$ cat src/sia_pkg.sv
// package: constants and carrier types for the serial interrupt slave agent
package sia_pkg;
    // ****************************************************************
    // frame timing
    // ****************************************************************
    localparam int SIA_FRAME_CLKS = 3;
    localparam int SIA_NUM_FRAMES = 16;
    localparam logic [5:0] SIA_LAST_DATA_CLK = 6'h2F; // sample of frame 16
    localparam logic [1:0] SIA_PH_SAMPLE = 2'h2;
    localparam logic [1:0] SIA_PH_RECOVER = 2'h0;
    localparam logic [1:0] SIA_PH_TURN = 2'h1;
    localparam logic [3:0] SIA_STOP_QUIET_W = 4'h2;
    localparam logic [3:0] SIA_STOP_CONT_W = 4'h3;
    localparam logic [3:0] SIA_START_MIN_W = 4'h4;
    localparam int SIA_SMI_FRAME = 3;
    localparam int SIA_SMI_SERIAL_BIT = 6;
    localparam int SIA_SMI_PIN_BIT = 7;
    localparam logic SIA_RESET_QUIET = 1'b0; // continuous after reset
    // ****************************************************************
    // carrier types
    // ****************************************************************
    typedef struct packed {
        logic i;
        logic o;
        logic oe;
    } sia_pin_t;
    typedef enum {
        SIA_IDLE,
        SIA_START_DRV,
        SIA_START_LOW,
        SIA_DATA,
        SIA_STOP_WAIT,
        SIA_STOP_LOW,
        SIA_STOP_GAP
    } sia_state_t;
endpackage

$ cat src/sia_agent.sv
// serial interrupt slave agent: start, data frames and stop-width decode
//
// Behaviour
// - quiet idle: start by pulling line low one clock, then release
// - no new start while a cycle is active
// - irq level change opens start in quiet mode unless deliverable
// - continuous mode: agent never starts a cycle
// - mode changes only at stop; reset gives continuous mode
// - stop width two selects quiet, three selects continuous
// - next start no earlier than second clock after stop rise
// - count three-clock frames from start pulse rising edge
// - sample phase: pull low only if the frame level is low (irq line, or smi in frame 3)
// - release the line in every turn-around phase
// - frame n samples at clock 3n-1; lines 1..15 in frames 2..16
// - frame 3 carries irq line 2 or the management interrupt
// - smi enable bit 6 gates frame, bit 7 gates the pin
// - frame 14 carries irq line 13
// - drive and sample line on rising clock edge
// - line released in reset; reset gives continuous idle
// - sample phases driven regardless of who started the cycle
module sia_agent
    import sia_pkg::*;
#(
    parameter int NUM_IRQ = 15
) (
    input wire logic clk_i,
    input wire logic rst_n_i,
    input wire logic [NUM_IRQ:1] irq_i,
    input wire logic smi_i,
    input wire logic [7:0] smi_enable2_i,
    input wire logic serirq_i,
    output logic serirq_o,
    output logic serirq_oe_o,
    output logic system_management_irq_pin_o,
    output logic quiet_mode_o,
    output logic cycle_active_o
);
    // ****************************************************************
    // synchronised inputs
    // ****************************************************************
    logic [NUM_IRQ:0] raw_in;
    logic [NUM_IRQ:0] syn_in;
    logic line_s;
    logic smi_s;
    logic [NUM_IRQ:1] irq_s;

    assign raw_in = {smi_i, irq_i};
    sia_sync #(.W(NUM_IRQ + 1)) u_sync (
        .clk_i(clk_i),
        .rst_n_i(rst_n_i),
        .d_i(raw_in),
        .q_o(syn_in)
    );
    assign irq_s = syn_in[NUM_IRQ-1:0];
    assign smi_s = syn_in[NUM_IRQ];
    // the line is driven and sampled on this very clock by every agent, so
    // it skips the synchroniser: two more flops would shift each sample
    // into the turn-around phase
    assign line_s = serirq_i;

    // ****************************************************************
    // frame-level value: level to report in each data frame
    // ****************************************************************
    function automatic logic frame_level(input logic [5:0] clk_cnt,
                                         input logic [NUM_IRQ:1] lv,
                                         input logic smi_frame_n);
        logic [5:0] fr;
        logic res;
        fr = 6'((clk_cnt + 6'h1) / 6'h3);
        res = 1'b1;
        if (fr == 6'(SIA_SMI_FRAME)) begin
            res = lv[2] & smi_frame_n;
        end else if (fr >= 6'h2 && fr <= 6'(NUM_IRQ + 1)) begin
            res = lv[fr - 6'h1];
        end
        return res;
    endfunction

    // a change seen at clock now has missed its frame once that frame's
    // drive was decided; such a change needs a fresh cycle
    function automatic logic change_missed(input logic [5:0] now,
                                           input logic [NUM_IRQ:1] diff,
                                           input logic smi_diff);
        logic res;
        res = smi_diff && now > 6'(3 * SIA_SMI_FRAME - 2);
        for (int b = 1; b <= NUM_IRQ; b++) begin
            if (diff[b] && now >= 6'(SIA_FRAME_CLKS * b + 2)) begin
                res = 1'b1;
            end
        end
        return res;
    endfunction

    // ****************************************************************
    // state registers
    // ****************************************************************
    sia_state_t st_r, st_nxt;
    logic [5:0] cnt_r, cnt_nxt;
    logic [3:0] low_r, low_nxt;
    logic quiet_r, quiet_nxt;
    logic [NUM_IRQ:1] last_r, last_nxt;
    logic smi_last_r, smi_last_nxt;
    logic pend_r, pend_nxt;
    logic drove_r, drove_nxt;
    logic o_r, o_nxt;
    logic oe_r, oe_nxt;
    logic line_d_r;
    logic pin_r;
    logic smi_frame_n;
    logic rise;
    logic change;

    // the management interrupt is active low on the frame
    assign smi_frame_n = ~(smi_s & smi_enable2_i[SIA_SMI_SERIAL_BIT]);
    assign rise = line_s & ~line_d_r;
    assign change = (irq_s != last_r) || (smi_frame_n != smi_last_r);

    // ****************************************************************
    // next-state logic
    // ****************************************************************
    always_comb begin
        st_nxt = st_r;
        cnt_nxt = cnt_r;
        low_nxt = low_r;
        quiet_nxt = quiet_r;
        last_nxt = last_r;
        smi_last_nxt = smi_last_r;
        pend_nxt = pend_r | change;
        drove_nxt = 1'b0;
        o_nxt = 1'b1;
        oe_nxt = 1'b0;
        unique case (st_r)
            SIA_IDLE: begin
                if (!line_s) begin
                    // someone else opened the cycle
                    st_nxt = SIA_START_LOW;
                end else if (quiet_r && pend_r) begin
                    st_nxt = SIA_START_DRV;
                    o_nxt = 1'b0;
                    oe_nxt = 1'b1;
                end
            end
            SIA_START_DRV: begin
                // released without ever driving high
                st_nxt = SIA_START_LOW;
            end
            SIA_START_LOW: begin
                if (rise) begin
                    // latch levels now; later changes start a new cycle only once their frame has passed
                    st_nxt = SIA_DATA;
                    cnt_nxt = 6'h1;
                    last_nxt = irq_s;
                    smi_last_nxt = smi_frame_n;
                    pend_nxt = 1'b0;
                end
            end
            SIA_DATA: begin
                cnt_nxt = cnt_r + 6'h1;
                // late changes join this cycle if their frame is ahead
                last_nxt = irq_s;
                smi_last_nxt = smi_frame_n;
                pend_nxt = pend_r | change_missed(cnt_r, irq_s ^ last_r,
                                                  smi_frame_n ^ smi_last_r);
                // cnt_r+1 is the sample clock about to be driven
                if (2'((cnt_r + 6'h1) % 6'h3) == SIA_PH_SAMPLE
                    && cnt_r < SIA_LAST_DATA_CLK) begin
                    if (!frame_level(cnt_r + 6'h1, irq_s, smi_frame_n)) begin
                        o_nxt = 1'b0;
                        oe_nxt = 1'b1;
                        drove_nxt = 1'b1;
                    end
                end else if (drove_r) begin
                    o_nxt = 1'b1;
                    oe_nxt = 1'b1;
                end
                if (cnt_r >= SIA_LAST_DATA_CLK) begin
                    st_nxt = SIA_STOP_WAIT;
                end
            end
            SIA_STOP_WAIT: begin
                if (!line_s) begin
                    st_nxt = SIA_STOP_LOW;
                    low_nxt = 4'h1;
                end
            end
            SIA_STOP_LOW: begin
                if (!line_s) begin
                    low_nxt = low_r + 4'h1;
                end else begin
                    if (low_r == SIA_STOP_QUIET_W) begin
                        quiet_nxt = 1'b1;
                    end else if (low_r == SIA_STOP_CONT_W) begin
                        quiet_nxt = 1'b0;
                    end
                    // a one-clock low is a late data frame, not a stop
                    if (low_r < SIA_STOP_QUIET_W) begin
                        st_nxt = SIA_STOP_WAIT;
                    end else begin
                        st_nxt = SIA_STOP_GAP;
                    end
                end
            end
            SIA_STOP_GAP: begin
                // one clock gap after stop rise before any start
                st_nxt = SIA_IDLE;
            end
        endcase
    end

    // ****************************************************************
    // registers; line released in reset, continuous idle
    // ****************************************************************
    always_ff @(posedge clk_i or negedge rst_n_i) begin
        if (!rst_n_i) begin
            st_r <= SIA_IDLE;
            cnt_r <= 6'h0;
            low_r <= 4'h0;
            quiet_r <= SIA_RESET_QUIET;
            last_r <= '1;
            smi_last_r <= 1'b1;
            pend_r <= 1'b0;
            drove_r <= 1'b0;
            o_r <= 1'b1;
            oe_r <= 1'b0;
            line_d_r <= 1'b1;
            pin_r <= 1'b1;
        end else begin
            st_r <= st_nxt;
            cnt_r <= cnt_nxt;
            low_r <= low_nxt;
            quiet_r <= quiet_nxt;
            last_r <= last_nxt;
            smi_last_r <= smi_last_nxt;
            pend_r <= pend_nxt;
            drove_r <= drove_nxt;
            o_r <= o_nxt;
            oe_r <= oe_nxt;
            line_d_r <= line_s;
            pin_r <= ~(smi_s & smi_enable2_i[SIA_SMI_PIN_BIT]);
        end
    end

    assign serirq_o = o_r;
    assign serirq_oe_o = oe_r;
    assign system_management_irq_pin_o = pin_r;
    assign quiet_mode_o = quiet_r;
    assign cycle_active_o = (st_r != SIA_IDLE);
endmodule

$ cat src/sia_sync.sv
// two-flop synchroniser bank for asynchronous inputs
module sia_sync #(
    parameter int W = 1
) (
    input wire logic clk_i,
    input wire logic rst_n_i,
    input wire logic [W-1:0] d_i,
    output logic [W-1:0] q_o
);
    logic [W-1:0] s1_r;
    logic [W-1:0] s2_r;
    // ****************************************************************
    // first stage feeds only the second; resets to released (high)
    // ****************************************************************
    always_ff @(posedge clk_i or negedge rst_n_i) begin
        if (!rst_n_i) begin
            s1_r <= '1;
            s2_r <= '1;
        end else begin
            s1_r <= d_i;
            s2_r <= s1_r;
        end
    end
    assign q_o = s2_r;
endmodule
$ cat config.mk
export PLATFORM = sky130hd
export DESIGN_NAME = sia_agent
export DESIGN_NICKNAME = d
export VERILOG_FILES = /design/src/sia_pkg.sv /design/src/sia_agent.sv /design/src/sia_sync.sv
export SDC_FILE = /design/constraint.sdc
export NUM_CORES = 1
export LEC_CHECK = 0
export ABC_CLOCK_PERIOD_IN_PS = 6300
export BUFFER_PORTS_ARGS = -buffer_cell sky130_fd_sc_hd__buf_2
export CAP_MARGIN = 20
export CORE_MARGIN = 2
export CORE_UTILIZATION = 45
export CTS_BUF_LIST = sky130_fd_sc_hd__clkbuf_2 sky130_fd_sc_hd__clkbuf_4 sky130_fd_sc_hd__clkbuf_8
export DETAILED_ROUTE_END_ITERATION = 10
export GPL_TIMING_DRIVEN = 0
export PLACE_DENSITY = 0.72
export SLEW_MARGIN = 20
export SYNTH_ARGS = -nofsm -noshare
export SYNTH_HDL_FRONTEND = slang
export SYNTH_SLANG_ARGS = --single-unit
$ cat constraint.sdc
create_clock -name clk_i -period 6.3 [get_ports clk_i]
set_input_delay 0.945 -clock clk_i [delete_from_list [all_inputs] [get_ports clk_i]]
set_output_delay 0.945 -clock clk_i [all_outputs]
set_load 0.005 [all_outputs]
==> results.py <==
metrics = {
    "detailed_routing": {
        "wirelength_mm": 10.4,
        "first_iter_violations": 219,
        "ant_nets": 0,
        "wire_per_inst_um": 15.5,
        "drc": 0,
        "drt_pre_antenna_iters": 4,
        "vias": 3877,
        "routed_via_density": 5.77,
    },
    "yosys": {
        "yosys.area_share.simple": 0.190,
        "syn-instance-count": 481,
        "synth_most_common_cell": "sky130_fd_sc_hd__dfstp_2",
        "synthXorXnorAreaFrac": 0.0679,
        "synth.cells.most_frequent": "51 x sky130_fd_sc_hd__dfstp_2, 44 x sky130_fd_sc_hd__nand2_1, 35 x sky130_fd_sc_hd__nor2_1",
        "syn_area_sq_mm": 0.00459,
        "synth_enable_flop_cells": 0,
        "ys_types": 86,
        "postSynthAreaPerCell_sq_um": 9.54,
        "fraction_of_the_yosys_area_taken_by_sequential_cells": 0.385,
        "synth_area_in_compound_gates": 0.198,
        "async_flop_share": 1.00,
        "yosys_register_bits": 68,
        "netlist.area_leader.share": 0.292,
        "synth_ff_type": "sky130_fd_sc_hd__dfstp_2",
        "synth_top_family_by_area": "compound AO/OA/AOI/OAI gates",
        "largest_area_contributor_in_the_synthesized_netlist": "sky130_fd_sc_hd__dfstp_2",
        "mappedNetlistNets": 527,
        "synth_top_cells_by_area": "sky130_fd_sc_hd__dfstp_2 29%, sky130_fd_sc_hd__dfrtp_1 9.3%, sky130_fd_sc_hd__ha_1 5.2%",
        "multiplexer_fraction_of_the_synthesized_cell_area": 0.0660,
        "ys.warnings.count": 0,
        "synth-adder-area-share": 0.0540,
    },
    "clock_tree": {
        "cts_htree_levels": 3,
        "clockBufferDepth": 2,
        "cts_bufs_inserted": 9,
        "cts_root_buf": "sky130_fd_sc_hd__clkbuf_8",
        "cts.sinks": 68,
        "clkLatencyLatePin_ns": 0.34,
        "reg_clk_slew_reported_paths_ns": 0.08,
        "tritoncts_clock_tree": "yes",
    },
    "hold_path": {
        "hold_path_depth": 0,
        "hold_class": "register to register",
    },
    "setup_path": {
        "critical_path.endpoint_type": "register",
        "timing.critical_path.mode_cell": "sky130_fd_sc_hd__a21oi_1",
        "timing.critical_path.from_type": "register",
        "arrival_ns": 6.24,
        "max_stage_delay_ns": 0.39,
        "worst-path-max-fanout": 10,
        "critical_path_class": "register to register",
        "worst_ep_required_time_ns": 6.52,
        "critical-path-slowest-cell": "sky130_fd_sc_hd__dfrtp_2",
        "reg2regPathDepth": 31,
    },
    "sta": {
        "slew_headroom": 0.481,
        "period_needed_ns": 6.02,
        "hold_viol": 0,
        "tightestPinTransition_ns": 0.779,
        "setup_viol_count_final": 0,
        "min_period_over_period": 0.955,
        "setup_repair_after_global_routing_missed_its_margin": "false",
        "worst_clock_skew_ns": 0.00945,
        "achievable-frequency_ghz": 0.166,
        "final-max-slew-violation-count": 0,
    },
    "cells_and_area": {
        "final_layout_size_suffix_gt1_frac": 0.347,
        "fill_cells": 925,
        "flow.area_growth_from_synthesis_pct": 17.4,
        "antenna_cells_inserted": 0,
        "number_of_nets_in_the_finished_design": 580,
        "number_of_standard_cells_in_the_layout_taps_in_and_fillers_out": 672,
    },
    "placed_design": {
        "place.detailed.hpwl_mm": 7.48,
        "numPortBuffers": 25,
        "globalplace.congestion": 0.976,
        "placed_instances": 639,
    },
    "floorplan": {
        "core_area_sq_mm": 0.00982,
        "fp.dieW_um": 105,
        "die_height_um": 105,
        "floorplan.rows": 36,
        "floorplan.initialDensity": 0.467,
        "die_area_sq_mm": 0.0110,
        "ios": 32,
    },
    "global_route": {
        "grt_antenna_before_repair": 0,
        "pin_count_of_the_biggest_net_entering_global_routing": 69,
        "grt_util_all_layers": 0.190,
        "total_congestion_overflow": 0,
        "via_count_of_the_first_global_routing_pass": 3704,
        "wire_length_of_the_first_global_routing_pass_mm": 17.2,
    },
    "run_status": {
        "run_status": "completed",
    },
    "flow_run": {
        "max_cap_violations": 0,
    },
}
-- flip-flops by register name, indices dropped and copies added (netlist names) --
name,cells
pend_r,1
system_management_irq_pin_o,1
u_sync.q_o,16
drove_r,1
serirq_o,1
serirq_oe_o,1
line_d_r,1
last_r,15
cnt_r,6
st_r,3
quiet_mode_o,1
u_sync.s1_r,16
smi_last_r,1
low_r,4
-- worst max-delay path: cells and delay by family, from the launching register on --
kind / cells / cell delay (ns)
AO/OA/AOI/OAI: 10 / 1.91
AND/OR/NAND/NOR: 10 / 1.31
adder cells (fa/ha/maj): 4 / 1.10
buffers and inverters: 5 / 0.62
multiplexers: 2 / 0.59
flip-flops: 1 / 0.39
-- cell type report --
cell class,instances,area (sq um),area share
well taps,133,166,0.0309
flip-flops and latches,68,1770,0.328
plain buffers,18,100,0.0186
repair buffers,44,283,0.0525
clock inverters,7,73.8,0.0137
clock buffers,9,124,0.0230
multi-input cells,372,2790,0.518
inverters,21,82.6,0.0153
-- metrics by stage --
step	instance area (sq um)	utilization	setup WS, ns	setup TNS (ns)	hold slack, ns
5_1_grt	5380	0.548	0.0104	0	0.360
4_1_cts	5180	0.528	0.00423	0	0.349
3_5_place_dp	4880	0.497	-1.10	-2.96	0.347
3_3_place_gp	4880	0.497	-1.05	-2.75	0.345
6_report	5380	0.548	0.282	0	0.346
2_1_floorplan	4590	-	0.0555	0	0.345
-- cell usage in the layout (no fill, tap or decap), types with 15 or more instances in the layout --
cell type | Yosys | layout
sky130_fd_sc_hd__o21ai_0 | 32 | 32
sky130_fd_sc_hd__buf_4 | 4 | 22
sky130_fd_sc_hd__buf_2 | 2 | 26
sky130_fd_sc_hd__nor2_1 | 35 | 34
sky130_fd_sc_hd__dfrtp_1 | 17 | 15
sky130_fd_sc_hd__mux2_2 | 19 | 19
sky130_fd_sc_hd__dfstp_2 | 51 | 51
sky130_fd_sc_hd__a21oi_1 | 24 | 24
sky130_fd_sc_hd__nand2_1 | 44 | 44
sky130_fd_sc_hd__inv_1 | 16 | 15
sky130_fd_sc_hd__xnor2_1 | 18 | 17
-- timing repair --
action | CTS | global route
endpoints found under the setup margin | 3 | 3
pin swaps | 1 | 6
hold buffers | 0 | 0
buffers inserted | 3 | 16
resized for setup | 18 | 12
-- cells by family after synthesis --
| logic type | count (synthesis) |
|---|---|
| AOI/OAI and AO/OA | 129 |
| xor gates and xnor gates | 30 |
| adders and majority gates | 20 |
| buffers and inverters | 41 |
| DFF | 68 |
| muxes | 26 |
| and+or+nand+nor | 167 |
-- metal layers --
metal  vias up  track usage  share of wire
li1       1863            -              -
met1      1859        0.243           0.44
met2       132        0.313           0.49
met3        23       0.0324          0.051
met4         0       0.0876          0.024
met5         -            0              0
-- worst paths after layout --
path / slack (ns) / to / startpoint
max: 0.28 / serirq_oe_o / cnt_r[0]
min: 0.35 / u_sync.q_o[11] / u_sync.s1_r[11]
max reg2reg: 0.28 / serirq_oe_o / cnt_r[0]
min reg2reg: 0.35 / u_sync.q_o[11] / u_sync.s1_r[11]
max in group asynchronous: 5.08 / cnt_r[0] / rst_n_i
min in group asynchronous: 0.67 / st_r[0] / rst_n_i
Power is not shown: default switching activity piles up to over one toggle a cycle in this logic, so the estimate is an artifact.
